`src/hdl/ddr2_rpd_pkg.sv`:
```
`default_nettype none
package ddr2_rpd_pkg;
	localparam int CLK_PERIOD_NS = 25;
	localparam int REFI_NS       = 7800;
	localparam int REFI_CYCLES   = (REFI_NS / CLK_PERIOD_NS < 1) ? 1 : REFI_NS / CLK_PERIOD_NS;
	localparam int ROW_BITS      = 13;
	localparam int BANKS         = 4;
	localparam int ADDR_W        = 4;
	localparam int DATA_W        = 16;

	localparam logic [3:0] ADDR_CTRL   = 4'h0;
	localparam logic [3:0] ADDR_TIMING = 4'h1;
	localparam logic [3:0] ADDR_STATUS = 4'h2;
	localparam logic [3:0] ADDR_ROW    = 4'h3;

	localparam int CTRL_FAST_EXIT = 0;
	localparam int CTRL_BURST8    = 1;
	localparam int CTRL_WL_LSB    = 2;
	localparam int CTRL_REINIT    = 7;
	localparam logic [15:0] CTRL_RESET = 16'h0008;

	localparam int TIM_TWR_LSB  = 0;
	localparam int TIM_TRFC_LSB = 4;
	localparam int TIM_TMRD_LSB = 12;
	localparam logic [15:0] TIMING_RESET = 16'h2043;

	localparam int STAT_BANK_LSB  = 0;
	localparam int STAT_STATE_LSB = 4;
	localparam int STAT_LOST      = 7;
	localparam int STAT_BURST     = 8;
	localparam int STAT_DLL       = 9;

	localparam logic [5:0] HALF_BL4 = 6'h02;
	localparam logic [5:0] HALF_BL8 = 6'h04;

	typedef enum logic [2:0] {
		ST_READY   = 3'b000,
		ST_PD_PRE  = 3'b001,
		ST_PD_ACT  = 3'b011,
		ST_SELF    = 3'b010,
		ST_REFRESH = 3'b100,
		ST_LOST    = 3'b110
	} state_type;

	typedef enum logic [3:0] {
		CMD_MRS    = 4'h0,
		CMD_REF    = 4'h1,
		CMD_PRE    = 4'h2,
		CMD_ACT    = 4'h3,
		CMD_WR     = 4'h4,
		CMD_RD     = 4'h5,
		CMD_RSVD   = 4'h6,
		CMD_NOP    = 4'h7,
		CMD_UNSEL  = 4'h8
	} cmd_type;

	typedef struct packed {
		logic       cke;
		logic       odt;
		logic       cs_n;
		logic       ras_n;
		logic       cas_n;
		logic       we_n;
		logic       a10;
		logic [1:0] ba;
	} pin_bundle_type;
endpackage : ddr2_rpd_pkg
`default_nettype wire

```
`src/hdl/ddr2_refresh_powerdown_control.sv`:
```
// Added by the designer: the strobed register port and the register offsets.
`default_nettype none
// Operation
// - write with a10 high closes its bank after burst end plus write recovery
// - cs, ras, cas low with we high at a clock edge is auto-refresh
// - refresh uses the internal row counter and leaves all banks idle
// - refresh code with cke low enters self-refresh on the internal timer
// - self-refresh ignores all inputs except cke and gates the clock internally
// - cke low with no-operation or unselect enters power-down, not mid burst
// - idle banks give precharge power-down, dll off; in active power-down dll off unless fast-exit active
// - power-down turns off input buffers except clock, odt and cke
// - cke high with no-operation or unselect leaves power-down
// - a no-operation command never stops an operation already running
// - cs high acts as no-operation, ignoring ras, cas and we
module ddr2_refresh_powerdown_control
	import ddr2_rpd_pkg::*;
#(
	parameter int REFI_CYC = REFI_CYCLES
) (
	input  wire logic                 mclk_i,
	input  wire logic                 reset_n_i,
	input  wire logic                 ck_i,
	input  wire pin_bundle_type       pins_i,
	input  wire logic [ADDR_W-1:0]    reg_addr_i,
	input  wire logic [DATA_W-1:0]    reg_wdata_i,
	input  wire logic                 reg_wr_i,
	input  wire logic                 reg_rd_i,
	output logic      [DATA_W-1:0]    reg_rdata_o,
	output logic      [BANKS-1:0]     bank_open_o,
	output logic      [ROW_BITS-1:0]  refresh_row_o,
	output logic                      dll_enable_o,
	output logic                      input_buffers_on_o,
	output logic                      clock_gated_o,
	output logic                      contents_lost_o
);
	localparam int SRW = $clog2(REFI_CYC + 1);

	if (REFI_CYC < 1) begin : g_bad_refi
		$error("refresh interval must be at least one cycle");
	end

	function automatic cmd_type decode_cmd(input pin_bundle_type p);
		return p.cs_n ? CMD_UNSEL : cmd_type'({1'b0, p.ras_n, p.cas_n, p.we_n});
	endfunction : decode_cmd

	function automatic logic is_quiet(input cmd_type c);
		return (c == CMD_NOP) || (c == CMD_UNSEL);
	endfunction : is_quiet

	pin_bundle_type         pins_meta;
	pin_bundle_type         pins_sync;
	pin_bundle_type         pins_d;
	logic                   ck_meta;
	logic                   ck_sync;
	logic                   ck_prev;
	logic                   ck_rise;
	logic                   cke_prev;
	state_type              state;
	state_type              next_state;
	cmd_type                cmd;
	logic                   quiet;
	logic                   exec;
	logic                   ref_take;
	logic                   busy;
	logic [BANKS-1:0]       bank_open;
	logic [BANKS-1:0]       ap_fire;
	logic [5:0]             ap_cnt [BANKS];
	logic [5:0]             ap_load;
	logic [5:0]             half_bl;
	logic [5:0]             burst_cnt;
	logic [3:0]             mrs_cnt;
	logic [7:0]             ref_cnt;
	logic [SRW-1:0]         sr_cnt;
	logic                   sr_tick;
	logic [ROW_BITS-1:0]    row;
	logic [15:0]            ctrl;
	logic [15:0]            timing;
	logic                   reinit;
	logic                   lost;
	logic [2:0]             wl;
	logic [3:0]             twr;

	// pins and link clock pass two flops; pins_d holds the value just before a sampled edge
	always_ff @(posedge mclk_i or negedge reset_n_i) begin
		if (!reset_n_i) begin
			pins_meta <= '0;
			pins_sync <= '0;
			pins_d    <= '0;
			ck_meta   <= 1'b0;
			ck_sync   <= 1'b0;
			ck_prev   <= 1'b0;
		end else begin
			pins_meta <= pins_i;
			pins_sync <= pins_meta;
			pins_d    <= pins_sync;
			ck_meta   <= ck_i;
			ck_sync   <= ck_meta;
			ck_prev   <= ck_sync;
		end
	end

	assign ck_rise = ck_sync && !ck_prev;
	assign cmd     = decode_cmd(pins_d);
	assign quiet   = is_quiet(cmd);
	assign wl      = ctrl[CTRL_WL_LSB +: 3];
	assign twr     = timing[TIM_TWR_LSB +: 4];
	assign half_bl = ctrl[CTRL_BURST8] ? HALF_BL8 : HALF_BL4;
	assign ap_load = {3'h0, wl} + half_bl + {2'h0, twr};
	assign busy    = (burst_cnt != 6'h00) || (mrs_cnt != 4'h0);
	assign exec    = ck_rise && state == ST_READY && cke_prev && pins_d.cke;

	always_ff @(posedge mclk_i or negedge reset_n_i) begin
		if (!reset_n_i)
			cke_prev <= 1'b0;
		else if (ck_rise)
			cke_prev <= pins_d.cke;
	end

	always_comb begin
		next_state = state;
		ref_take   = 1'b0;
		unique case (state)
			ST_READY: begin
				if (ck_rise && cke_prev && !pins_d.cke) begin
					if (busy)
						next_state = ST_LOST;
					else if (cmd == CMD_REF && bank_open == '0)
						next_state = ST_SELF;
					else if (quiet)
						next_state = (bank_open != '0) ? ST_PD_ACT : ST_PD_PRE;
					else
						next_state = ST_LOST;
				end else if (exec && cmd == CMD_REF) begin
					next_state = ST_REFRESH;
					ref_take   = 1'b1;
				end
			end
			ST_REFRESH: begin
				if (ck_rise && ref_cnt <= 8'h01)
					next_state = pins_d.cke ? ST_READY : ST_PD_PRE;
			end
			ST_PD_PRE, ST_PD_ACT: begin
				if (ck_rise && pins_d.cke && quiet)
					next_state = ST_READY;
			end
			ST_SELF: begin
				if (ck_rise && pins_d.cke)
					next_state = ST_READY;
			end
			ST_LOST: begin
				if (reinit)
					next_state = ST_READY;
			end
			default: next_state = ST_LOST;
		endcase
	end

	always_ff @(posedge mclk_i or negedge reset_n_i) begin
		if (!reset_n_i)
			state <= ST_READY;
		else
			state <= next_state;
	end

	// a no-operation leaves the running burst counting down
	always_ff @(posedge mclk_i or negedge reset_n_i) begin
		if (!reset_n_i)
			burst_cnt <= 6'h00;
		else if (state == ST_LOST)
			burst_cnt <= 6'h00;
		else if (exec && cmd == CMD_RD)
			burst_cnt <= {3'h0, wl} + half_bl + 6'h01;
		else if (exec && cmd == CMD_WR)
			burst_cnt <= {3'h0, wl} + half_bl;
		else if (ck_rise && burst_cnt != 6'h00)
			burst_cnt <= burst_cnt - 6'h01;
	end

	always_ff @(posedge mclk_i or negedge reset_n_i) begin
		if (!reset_n_i)
			mrs_cnt <= 4'h0;
		else if (exec && cmd == CMD_MRS)
			mrs_cnt <= timing[TIM_TMRD_LSB +: 4];
		else if (ck_rise && mrs_cnt != 4'h0)
			mrs_cnt <= mrs_cnt - 4'h1;
	end

	always_ff @(posedge mclk_i or negedge reset_n_i) begin
		if (!reset_n_i)
			ref_cnt <= 8'h00;
		else if (ref_take)
			ref_cnt <= timing[TIM_TRFC_LSB +: 8];
		else if (ck_rise && ref_cnt != 8'h00)
			ref_cnt <= ref_cnt - 8'h01;
	end

	for (genvar b = 0; b < BANKS; b++) begin : g_ap
		always_ff @(posedge mclk_i or negedge reset_n_i) begin
			if (!reset_n_i)
				ap_cnt[b] <= 6'h00;
			else if (state == ST_LOST)
				ap_cnt[b] <= 6'h00;
			else if (exec && cmd == CMD_WR && pins_d.a10 && pins_d.ba == 2'(b))
				ap_cnt[b] <= ap_load;
			else if (ck_rise && ap_cnt[b] != 6'h00)
				ap_cnt[b] <= ap_cnt[b] - 6'h01;
		end
		assign ap_fire[b] = ck_rise && ap_cnt[b] == 6'h01;

	end

	always_ff @(posedge mclk_i or negedge reset_n_i) begin
		if (!reset_n_i)
			bank_open <= '0;
		else if (ref_take || state == ST_LOST)
			bank_open <= '0;
		else begin
			for (int i = 0; i < BANKS; i++)
				if (ap_fire[i])
					bank_open[i] <= 1'b0;
			if (exec && cmd == CMD_ACT)
				bank_open[pins_d.ba] <= 1'b1;
			if (exec && cmd == CMD_PRE) begin
				if (pins_d.a10)
					bank_open <= '0;
				else
					bank_open[pins_d.ba] <= 1'b0;
			end
		end
	end

	// internal timer runs on the block clock, since the link clock may stop
	always_ff @(posedge mclk_i or negedge reset_n_i) begin
		if (!reset_n_i)
			sr_cnt <= '0;
		else if (state != ST_SELF || sr_tick)
			sr_cnt <= '0;
		else
			sr_cnt <= sr_cnt + SRW'(1);
	end
	assign sr_tick = state == ST_SELF && sr_cnt == SRW'(REFI_CYC - 1);

	always_ff @(posedge mclk_i or negedge reset_n_i) begin
		if (!reset_n_i)
			row <= '0;
		else if (ref_take || sr_tick)
			row <= row + ROW_BITS'(1);
	end

	always_ff @(posedge mclk_i or negedge reset_n_i) begin
		if (!reset_n_i)
			lost <= 1'b0;
		else if (next_state == ST_LOST && state != ST_LOST)
			lost <= 1'b1;
		else if (reinit)
			lost <= 1'b0;
	end

	always_ff @(posedge mclk_i or negedge reset_n_i) begin
		if (!reset_n_i) begin
			dll_enable_o       <= 1'b1;
			input_buffers_on_o <= 1'b1;
			clock_gated_o      <= 1'b0;
		end else begin
			dll_enable_o       <= !(state == ST_PD_PRE || state == ST_SELF ||
				(state == ST_PD_ACT && !ctrl[CTRL_FAST_EXIT]));
			input_buffers_on_o <= !(state == ST_PD_PRE || state == ST_PD_ACT || state == ST_SELF);
			clock_gated_o      <= state == ST_SELF;
		end
	end

	assign bank_open_o     = bank_open;
	assign refresh_row_o   = row;
	assign contents_lost_o = lost;

	always_ff @(posedge mclk_i or negedge reset_n_i) begin
		if (!reset_n_i) begin
			ctrl   <= CTRL_RESET;
			timing <= TIMING_RESET;
			reinit <= 1'b0;
		end else begin
			reinit <= reg_wr_i && reg_addr_i == ADDR_CTRL && reg_wdata_i[CTRL_REINIT];
			if (reg_wr_i && reg_addr_i == ADDR_CTRL)
				ctrl <= {8'h00, 3'h0, reg_wdata_i[4:0]};
			if (reg_wr_i && reg_addr_i == ADDR_TIMING)
				timing <= reg_wdata_i;
		end
	end

	always_ff @(posedge mclk_i or negedge reset_n_i) begin
		if (!reset_n_i)
			reg_rdata_o <= '0;
		else if (reg_rd_i) begin
			unique case (reg_addr_i)
				ADDR_CTRL:   reg_rdata_o <= ctrl;
				ADDR_TIMING: reg_rdata_o <= timing;
				ADDR_STATUS: reg_rdata_o <= {6'h00, dll_enable_o, burst_cnt != 6'h00, lost, state, bank_open};
				ADDR_ROW:    reg_rdata_o <= {3'h0, row};
				default:     reg_rdata_o <= '0;
			endcase
		end
	end
endmodule : ddr2_refresh_powerdown_control
`default_nettype wire

```
`config.mk`:
```
export PLATFORM = sky130hd
export DESIGN_NAME = ddr2_refresh_powerdown_control
export DESIGN_NICKNAME = d
export VERILOG_FILES = /design/src/hdl/ddr2_rpd_pkg.sv /design/src/hdl/ddr2_refresh_powerdown_control.sv
export SDC_FILE = /design/constraint.sdc
export NUM_CORES = 1
export LEC_CHECK = 0
export BUFFER_PORTS_ARGS = -buffer_cell sky130_fd_sc_hd__buf_2
export CAP_MARGIN = 5
export CORE_MARGIN = 5
export CORE_UTILIZATION = 44
export CTS_CLUSTER_SIZE = 28
export DETAILED_ROUTE_END_ITERATION = 7
export MAX_ROUTING_LAYER = met4
export PLACE_DENSITY = 0.67
export SLEW_MARGIN = 0
export SYNTH_ARGS = -nofsm -noshare
export SYNTH_HDL_FRONTEND = slang
export SYNTH_SLANG_ARGS = --single-unit
```
`constraint.sdc`:
```
create_clock -name mclk_i -period 8.2 [get_ports mclk_i]
set_clock_uncertainty 0.15 [all_clocks]
set_input_delay 1.64 -clock mclk_i [delete_from_list [all_inputs] [get_ports mclk_i]]
set_output_delay 1.64 -clock mclk_i [all_outputs]
set_load 0.03 [all_outputs]
```
; ---- Yosys cells after proc, flatten, opt, wreduce, memory -nomap -nowiden
; Cells that the tools add are included.
[totals]
ff_bits = 141
input_bits = 34
out_inout_bits = 37
wordCells = 219
[classes]
add_sub_neg = 12
n_lt_le_gt_ge = 3
n_eq_ne = 26
muxes = 56
n_bitwise = 3
n_reduce_logical = 75
[op_table]
columns = operator, n
row1 = 2-to-1 mux 6 bit, 16
row2 = one-hot mux 16 bit (4 select lines), 1
row3 = logical AND 1 bit, 39
row4 = 2-to-1 mux 4 bit, 8
row5 = 2-to-1 mux 3 bit, 10
row6 = nonzero test 6 bit, 5
row7 = subtractor 6 x 1 -> 6 bit (second input constant), 5
row8 = equality test 6 x 1 -> 1 bit (second input constant), 4
row9 = equality test 4 x 2 -> 1 bit (second input constant), 4
row10 = 2-to-1 mux 8 bit, 2
row11 = 2-to-1 mux 1 bit, 15
row12 = one-hot mux 3 bit (5 select lines), 1
row13 = adder 13 x 1 -> 13 bit (second input constant), 1
row14 = equality test 4 x 3 -> 1 bit (second input constant), 3
row15 = zero test 4 bit, 3
row16 = nonzero test 3 bit, 4
row17 = nonzero test 4 bit, 3
row18 = adder 9 x 1 -> 9 bit (second input constant), 1
row19 = equality test 3 bit (second input constant), 3
row20 = equality test 9 bit (second input constant), 1
row21 = logical OR 1 bit, 9
row22 = 2-to-1 mux 9 bit, 1
row23 = equality test 4 x 1 -> 1 bit (second input constant), 2
row24 = less-or-equal comparator 8 x 1 -> 1 bit (second input constant), 1
row25 = other kinds (25), 33

; ---- Depth between registers and ports, before layout
; Gate-level depths: netlist of the first run.
[depth]
word_depth = 18
mapped_depth = 8
ltp_nobuf = 8

; ---- Worst setup path before layout of the first run
; No wires, ideal clock.
[synth_path]
path_type = in2reg
startpoint = in reg_addr_i[3]
endpoint = reg timing[10]
setup_ns = 0.125
arrival_time_ns = 3.012
required_ns = 7.925
slack_ns = 4.913
path_stages = 6
path_buffers = 1
path_cell_list = nor2_1 nand2_1 nor2_1 nand2_1 clkbuf_1 mux2_2
[synth_between]
elab_chain_cells = 2
[synth_lines]
columns = element, line
row1 = start: declaration, ddr2_refresh_powerdown_control.sv:24  ; input wire logic [ADDR_W-1:0] reg_addr_i,
row2 = equality test 4 x 1 -> 1 bit, ddr2_refresh_powerdown_control.sv:285  ; if (reg_wr_i && reg_addr_i == ADDR_TIMING)
row3 = logical AND 1 bit, ddr2_refresh_powerdown_control.sv:285
row4 = end signal: assignment, ddr2_refresh_powerdown_control.sv:286  ; timing <= reg_wdata_i;
row5 = end: declaration, ddr2_refresh_powerdown_control.sv:77  ; logic [15:0] timing;
; No other way between the ends.
; A chain may end at the register's enable or synchronous reset.

; ---- Worst setup path in the final report of the first run
[layout_path]
startpoint = in reg_addr_i[3]
endpoint = reg timing[2]
; The elaborated chain is that of the path after synthesis.

==> results of run 1 <==
==> metrics by stage <==
| stage | instances | area [um^2] | utilization [%] |
|---|---|---|---|
| 3_5_place_dp | 919 | 7500 | 47.7 |
| 4_1_cts | 951 | 8130 | 51.8 |
| 2_1_floorplan | 657 | 6980 | - |
| 3_3_place_gp | 919 | 7500 | 47.7 |
| 6_report | 951 | 8130 | 51.8 |
| 5_1_grt | 951 | 8130 | 51.8 |
==> per-layer routing <==
layer,vias up,share of wire [%],routed length (um),track usage [%]
met5,-,0,0,-
met1,2575,44,7200,24.7
met3,22,4.8,792,5.14
met4,0,1.9,319,7.05
li1,2443,-,-,-
met2,117,50,8150,30.3
==> worst min path at each step <==
stage                  from        end  slack (ps)  depth (start not counted)
6_report       pins_sync[4]  pins_d[4]         190                          0
3_3_place_gp   pins_sync[8]  pins_d[8]         180                          0
2_1_floorplan       ck_meta    ck_sync         180                          0
3_5_place_dp   pins_sync[8]  pins_d[8]         180                          0
4_1_cts        pins_sync[4]  pins_d[4]         200                          0
5_1_grt        pins_sync[1]  pins_d[1]         200                          0
==> cell families after synthesis <==
| family | count (synthesis) | share of synthesized area (%) |
|---|---|---|
| simple gates | 224 | 16.4 |
| fa+ha+maj | 24 | 4.52 |
| flops | 141 | 50.7 |
| xor+xnor | 50 | 6.38 |
| mux | 49 | 8.57 |
| buf+inv | 66 | 3.82 |
| compound gates | 103 | 9.66 |
==> placed cells by master, fill, tap and decap left out, drive strengths merged, types with 14 or more instances in the layout <==
| cell | synthesis | layout |
|---|---|---|
| o21ai | 14 | 14 |
| buf | 10 | 71 |
| dfrtp | 134 | 134 |
| clkbuf | 15 | 19 |
| a21oi | 32 | 32 |
| nand2 | 42 | 42 |
| mux2 | 36 | 36 |
| xor2 | 22 | 22 |
| xnor2 | 28 | 28 |
| nand3 | 27 | 27 |
| inv | 41 | 43 |
| nor2 | 64 | 64 |
| a211oi | 17 | 17 |
| nor3 | 15 | 15 |
| ha | 22 | 22 |
==> worst max-delay path, delay by kind of cell <==
| kind | cells | cell delay, ps |
|---|---|---|
| buffers and inverters | 1 | 90 |
| AND/OR/NAND/NOR | 4 | 1430 |
| multiplexers | 1 | 460 |
==> cell type report <==
type	count	area (um^2)	area share, %
Inverter	41	154	1.89
Timing Repair Buffer	71	367	4.51
Clock buffer	19	443	5.45
Multi-Input combinational cell	450	3170	39.0
Sequential cell	141	3540	43.5
Clock inverter	13	189	2.32
Tap cell	216	270	3.32
==> report_power, final <==
part	switching [mW]	internal (mW)	leakage [nW]
logic	0.397	0.302	1.62
registers	0.143	0.848	1.78
clock network	0.298	0.519	0.304
==> registers in the layout (all words and copies together) (netlist names) <==
name / count
sr_cnt: 9
reg_rdata_o: 16
pins_sync: 8
clock_gated_o: 1
ctrl: 5
contents_lost_o: 1
burst_cnt: 6
pins_d: 8
cke_prev: 1
ck_sync: 1
ck_meta: 1
mrs_cnt: 4
dll_enable_o: 1
timing: 16
ck_prev: 1
bank_open_o: 4
input_buffers_on_o: 1
reinit: 1
pins_meta: 8
ref_cnt: 8
ap_cnt: 24
state: 3
refresh_row_o: 13
==> results.json, run 1 <==
{
  "via_per_inst": 5.42,
  "nets": 780,
  "overflow": 0,
  "ctsResizeCount": 0,
  "critPathMaxFanout": 16,
  "die-area_um2": 18500,
  "preCtsSetupSlack_ps": 4290,
  "max_freq_ghz": 0.287,
  "final.min_clock_period_ps": 3480,
  "gp_congestion": 0.841,
  "setup_tns_ps": 0,
  "cts_tree": "yes",
  "ant_nets": 0,
  "synthTopCellsByArea": "dfrtp_1 (48%), mux2_2 (5.8%), ha_1 (3.9%), nor2_1 (3.4%), xnor2_1 (3.4%)",
  "yosysTopAreaCellShare_pct": 48.1,
  "cts_buffers": 17,
  "end_kind": "flip-flop",
  "nFillCells": 1382,
  "finalHoldViolations": 0,
  "synth_area_leader_cell": "dfrtp_1",
  "synthMostInstantiatedCell": "dfrtp_1",
  "worst-slew-pin-transition_ps": 1230,
  "crit_required_ps": 8350,
  "ir_drop_mv": 0.144,
  "first_iter_violations": 416,
  "yosysWarningCount": 0,
  "cp-endpoint": "timing[2]",
  "timing.hold.ws_ps": 191,
  "worstSkewPairLatency_ps": 430,
  "portBuffers": 69,
  "power_leakage_nw": 3.70,
  "cap_violations": 0,
  "max_slew_margin_pct": 18.3,
  "p_per_area_nw_per_um2": 308,
  "grt_max_degree": 73,
  "ys_seq_elements": 141,
  "rrSetupSlack_ps": 5030,
  "clk_path_buf_depth": 2,
  "clk_pin_slew_worst_paths_ps": 60,
  "timing.rr.end": "refresh_row_o[12]",
  "status": "finished clean",
  "rows": 46,
  "reg2reg_depth": 5,
  "ys.flop_type": "dfrtp_1",
  "synth_edf_count": 0,
  "cts.sinks": 141,
  "avgSynthCellArea_um2": 10.6,
  "area_growth_pct": 16.6,
  "wirelength_mm": 16.5,
  "postCtsSetupRepairBufs": 0,
  "route.detailed.drc": 0,
  "initial_core_util_pct": 44.4,
  "rsz0062_at_grt": "no",
  "drive_above_1_share_pct": 21.8,
  "finalCritPeriodShare_pct": 42.5,
  "synth_area_um2": 6980,
  "layout_setup_ws_ps": 4720,
  "vias": 5157,
  "dr.pass1.iters": 5,
  "synth_common_cells": "dfrtp_1 (134), nor2_1 (64), nand2_1 (42)",
  "arrival_ps": 3630,
  "die_h_um": 136,
  "yosysSeqAreaShare_pct": 50.7,
  "die_w_um": 136,
  "grt_pass1_wl_mm": 27.0,
  "power_mw": 2.51,
  "slowest_delay_ps": 490,
  "core-area_um2": 15700,
  "slowest_stage": "nand2_1",
  "start_kind": "input pin",
  "htreeDepth": 4,
  "rr_startpoint": "state[0]",
  "grt_pass1_vias": 5236,
  "clock-root-buffer": "clkbuf_16",
  "synth.distinct_cells": 61,
  "hpwl_mm": 11.8,
  "cts_hold_buf": 0,
  "async_reset_ff_share_pct": 100,
  "critPathKind": "in -> reg",
  "io-pin-count": 71,
  "startpoint": "reg_addr_i[3]",
  "antenna_found_initial": 0,
  "track_usage_pct": 19.5,
  "syn-num-nets": 715,
  "n_antenna_cell": 0,
  "post_drt_wl_per_cell_um": 17.3,
  "finalSetupViolCount": 0,
  "crit_chain": "buf_2, nor2_1, nand2_1, nor2_1, nand2_1, mux2_2",
  "slew_viol_final": 0,
  "hold_path_class": "reg -> reg",
  "synthCells": 657
}
No activity file was read; power rests on OpenSTA's default activity.
==> run 2: changes to the inputs <==
==> constraint.sdc (replaced) <==
create_clock -name mclk_i -period 3.55 [get_ports mclk_i]
set_clock_uncertainty 0.15 [all_clocks]
set_input_delay 0.71 -clock mclk_i [delete_from_list [all_inputs] [get_ports mclk_i]]
set_output_delay 0.71 -clock mclk_i [all_outputs]
set_load 0.03 [all_outputs]
==> results.json, run 2 (same netlist as run 1, synthesis figures left out) <==
{
  "status": "finished clean",
  "ir_drop_mv": 0.377,
  "nFillCells": 1330,
  "mostFrequentLayoutCells": "dfrtp_1 (134), buf_2 (68), nor2_1 (64)",
  "vias": 5170,
  "crit_chain": "or3_1, or4_1, and2_4, or4b_4, xnor2_2",
  "finalCritPeriodShare_pct": 79.8,
  "track_usage_pct": 19.6,
  "die_h_um": 136,
  "cts_buffers": 17,
  "setup_tns_ps": 0,
  "n_antenna_cell": 0,
  "startpoint": "state[0]",
  "cp-endpoint": "refresh_row_o[12]",
  "max_slew_margin_pct": 46.8,
  "overflow": 0,
  "htreeDepth": 4,
  "nets": 787,
  "die-area_um2": 18500,
  "p_per_area_nw_per_um2": 709,
  "route.detailed.drc": 0,
  "first_iter_violations": 469,
  "final.min_clock_period_ps": 2830,
  "critPathMaxFanout": 11,
  "end_kind": "flip-flop",
  "slowest_stage": "or4_1",
  "ctsResizeCount": 0,
  "antenna_found_initial": 0,
  "largest_register_ffs": 24,
  "critPathKind": "reg -> reg",
  "hpwl_mm": 11.9,
  "grt_pass1_wl_mm": 27.3,
  "crit_family": "simple AND/OR/NAND/NOR gates",
  "finalHoldViolations": 0,
  "cts_hold_buf": 0,
  "crit_buf_inv": 0,
  "rsz0062_at_grt": "no",
  "slew_viol_final": 0,
  "finalSetupViolCount": 0,
  "grt_pass1_vias": 5261,
  "max_freq_ghz": 0.353,
  "worst-slew-pin-transition_ps": 798,
  "top_regs": "ap_cnt: 24 flops, reg_rdata_o: 16 flops, timing: 16 flops",
  "cp.depth": 5,
  "worstSkewPairLatency_ps": 420,
  "timing.rr.end": "refresh_row_o[12]",
  "via_per_inst": 5.40,
  "initial_core_util_pct": 44.4,
  "cap_violations": 0,
  "start_kind": "flip-flop",
  "regMostFlops": "ap_cnt",
  "portBuffers": 69,
  "grt_max_degree": 61,
  "gp_congestion": 0.846,
  "ant_nets": 0,
  "hold_path_class": "in -> async",
  "fin_cells": 958,
  "clk_pin_slew_worst_paths_ps": 60,
  "rrSetupSlack_ps": 720,
  "core-area_um2": 15700,
  "cts_tree": "yes",
  "layout_commonest_cell": "dfrtp_1",
  "clock-root-buffer": "clkbuf_16",
  "wirelength_mm": 16.6,
  "reg2reg_depth": 5,
  "drive_above_1_share_pct": 22.4,
  "crit_required_ps": 3700,
  "clk_path_buf_depth": 2,
  "dr.pass1.iters": 6,
  "rows": 46,
  "dp.cells": 926,
  "power_mw": 5.80,
  "area_growth_pct": 17.3,
  "post_drt_wl_per_cell_um": 17.3,
  "cts.sinks": 141,
  "slowest_delay_ps": 680,
  "arrival_ps": 2990,
  "timing.hold.ws_ps": 113,
  "io-pin-count": 71,
  "postCtsSetupRepairBufs": 0,
  "die_w_um": 136,
  "rr_startpoint": "state[0]",
  "power_leakage_nw": 3.74
}
-- run 2: where the power goes --
group          leakage [nW]  switching [mW]  internal (mW)
logic                  1.65           0.927          0.700
clock network         0.302           0.689           1.20
registers              1.78           0.327           1.96
total                  3.74            1.94           3.86
-- run 2: per-stage QoR --
step	instance area, um^2	worst slack, ps	util, %
2_1_floorplan	6980	984	-
3_3_place_gp	7550	798	48.1
5_1_grt	8190	625	52.1
4_1_cts	8190	746	52.1
6_report	8190	719	52.1
3_5_place_dp	7550	752	48.1
-- run 2: worst min path at each step --
| stage | start | slack (ps) | end | cells after the start |
|---|---|---|---|---|
| after floorplan | ck_meta | 180 | ck_sync | 0 |
| after global placement | pins_meta[8] | 180 | pins_sync[8] | 0 |
| after detailed placement | pins_sync[4] | 180 | pins_d[4] | 0 |
| after CTS | reset_n_i | 120 | pins_d[6] | 1 |
| after global routing | reset_n_i | 150 | bank_open_o[1] | 1 |
| final | reset_n_i | 110 | ap_cnt[22] | 1 |
-- run 2: layer usage --
layer	up-vias	global-route usage, %	wire (um)
met2	104	31.1	8180
met3	22	3.85	605
met4	0	6.38	290
li1	2450	-	-
met5	-	-	0
met1	2594	25.5	7500
-- run 2: layout make-up --
cell class | count | area, um^2 | share of cell area (%)
clock buffer | 20 | 447 | 5.46
tap | 216 | 270 | 3.30
sequential | 141 | 3540 | 43.2
clock inverter | 12 | 184 | 2.25
timing repair buffer | 78 | 419 | 5.12
inverter | 41 | 154 | 1.88
multi-input combinational | 450 | 3170 | 38.8
==> run 3: changes to the inputs <==
--- a/config.mk
+++ b/config.mk
@@ -12,7 +12,7 @@
 export CTS_CLUSTER_SIZE = 28
 export DETAILED_ROUTE_END_ITERATION = 7
 export MAX_ROUTING_LAYER = met4
-export PLACE_DENSITY = 0.67
+export PLACE_DENSITY = 0.7
 export SLEW_MARGIN = 0
 export SYNTH_ARGS = -nofsm -noshare
 export SYNTH_HDL_FRONTEND = slang
==> constraint.sdc (replaced) <==
create_clock -name mclk_i -period 2.3 [get_ports mclk_i]
set_clock_uncertainty 0.15 [all_clocks]
set_input_delay 0.46 -clock mclk_i [delete_from_list [all_inputs] [get_ports mclk_i]]
set_output_delay 0.46 -clock mclk_i [all_outputs]
set_load 0.03 [all_outputs]
==> results.json, run 3 (same netlist as run 1, synthesis figures left out) <==
{
  "status": "finished with violations",
  "violations": "setup timing",
  "finalSetupViolCount": 4,
  "crit_required_ps": 2460,
  "portBuffers": 69,
  "ir_drop_mv": 0.613,
  "crit_family": "simple AND/OR/NAND/NOR gates",
  "die_w_um": 136,
  "cap_violations": 0,
  "layout_setup_ws_ps": -83.8,
  "regMostFlops": "ap_cnt",
  "overflow": 0,
  "hp-start": "reg_wdata_i[15]",
  "grt_pass1_vias": 5526,
  "gp_congestion": 0.962,
  "end_kind": "flip-flop",
  "cts.sinks": 141,
  "max_freq_ghz": 0.419,
  "track_usage_pct": 20.4,
  "finalHoldViolations": 0,
  "worst-slew-pin-transition_ps": 611,
  "cts_buffers": 17,
  "layout_commonest_cell": "dfrtp_1",
  "slowest_stage": "or4_4",
  "drive_above_1_share_pct": 31.2,
  "clk_pin_slew_worst_paths_ps": 60,
  "dr.pass1.iters": 5,
  "nets": 858,
  "io-pin-count": 71,
  "clk_path_buf_depth": 2,
  "mostFrequentLayoutCells": "dfrtp_1 (134), buf_2 (70), nor2_1 (63)",
  "largest_register_ffs": 24,
  "critPathMaxFanout": 2,
  "worst_hold_path.endpoint": "timing[15]",
  "hold_path_class": "in -> reg",
  "max_slew_margin_pct": 58.9,
  "first_iter_violations": 371,
  "worstSkewPairLatency_ps": 430,
  "htreeDepth": 4,
  "final_core_util_pct": 57.0,
  "critPathKind": "reg -> reg",
  "slowest_delay_ps": 560,
  "crit_buf_inv": 0,
  "arrival_ps": 2550,
  "hpwl_mm": 12.6,
  "grt_max_degree": 64,
  "reg2reg_depth": 5,
  "via_per_inst": 5.41,
  "finalCritPeriodShare_pct": 104,
  "antenna_found_initial": 0,
  "grt_pass1_wl_mm": 28.5,
  "post_drt_wl_per_cell_um": 17.2,
  "core-area_um2": 15700,
  "n_antenna_cell": 0,
  "rsz0062_at_grt": "yes",
  "initial_core_util_pct": 44.4,
  "route.detailed.drc": 0,
  "vias": 5564,
  "area_growth_pct": 28.3,
  "die_h_um": 136,
  "timing.rr.end": "refresh_row_o[12]",
  "rr_startpoint": "pins_d[5]",
  "rows": 46,
  "top_regs": "ap_cnt: 24 flops, reg_rdata_o: 16 flops, timing: 16 flops",
  "die-area_um2": 18500,
  "slew_viol_final": 0,
  "p_per_area_nw_per_um2": 1060,
  "cts_tree": "yes",
  "power_leakage_nw": 4.14,
  "start_kind": "flip-flop",
  "holdPathStages": 2,
  "clock-root-buffer": "clkbuf_16",
  "ant_nets": 0,
  "final.min_clock_period_ps": 2380,
  "crit_chain": "or3b_4, or4_4, and2_4, or4b_4, xnor2_2",
  "timing.hold.ws_ps": 108,
  "rrSetupSlack_ps": -80,
  "wirelength_mm": 17.7
}
run 3: cell count changes in the layout (fill, tap and decap cells not counted), moves of 5 or more:
cell,change
a211oi_1,-9
a211oi_2,+9
buf_4,+51
buf_6,+5
clkinv_4,+5
dlygate4sd3_1,+10
run 3: worst max-delay path by stage:
| stage | start | end | slack (ps) | cells past startpoint |
|---|---|---|---|---|
| after floorplan | state[1] | refresh_row_o[12] | -150 | 7 |
| after global placement | pins_d[4] | refresh_row_o[12] | -120 | 5 |
| after detailed placement | pins_d[4] | refresh_row_o[12] | -150 | 5 |
| after CTS | state[0] | refresh_row_o[12] | -110 | 5 |
| after global routing | pins_d[5] | refresh_row_o[12] | -110 | 5 |
| final | pins_d[5] | refresh_row_o[12] | -80 | 5 |
run 3: layout make-up:
| cell class | instances | area (um^2) |
|---|---|---|
| clock inverters | 15 | 190 |
| inverters | 41 | 154 |
| clock buffers | 17 | 425 |
| well taps | 216 | 270 |
| fillers | 1247 | 6760 |
| repair buffers | 149 | 1030 |
| flip-flops and latches | 141 | 3540 |
| multi-input cells | 450 | 3340 |
run 3: what timing repair did:
action | 4_1_cts | 5_1_grt
setup buffers | 1 | 3
setup endpoints to repair | 24 | 30
pin swaps | 5 | 11
gates resized for setup | 21 | 17
gates cloned | 0 | 2
hold endpoints to repair | 42 | 0
hold buffers | 10 | 0
run 3: power by group:
| part | internal (mW) | switching (mW) |
|---|---|---|
| Clock | 1.72 | 1.09 |
| Sequential | 3.02 | 0.480 |
| Combinational | 1.50 | 1.67 |
run 3: layer usage:
metal,global-route usage [%],up-vias,wire length [um]
met1,25.2,2773,7440
met5,-,-,0
met3,4.89,39,911
met2,32.7,154,8880
met4,8.01,0,441
li1,-,2598,-
run 3: per-stage QoR:
stage               power (mW)  worst slack [ps]  setup TNS [ps]  area (um^2)  instances
floorplan                 5.34              -147           -1620         6980        657
global placement          6.21              -123           -1080         8020        982
detailed placement        6.39              -154           -2120         8020        982
CTS                       9.43              -109            -155         8840       1024
global route              10.1              -106            -518         8950       1029
finish                    9.50             -83.8            -139         8950       1029
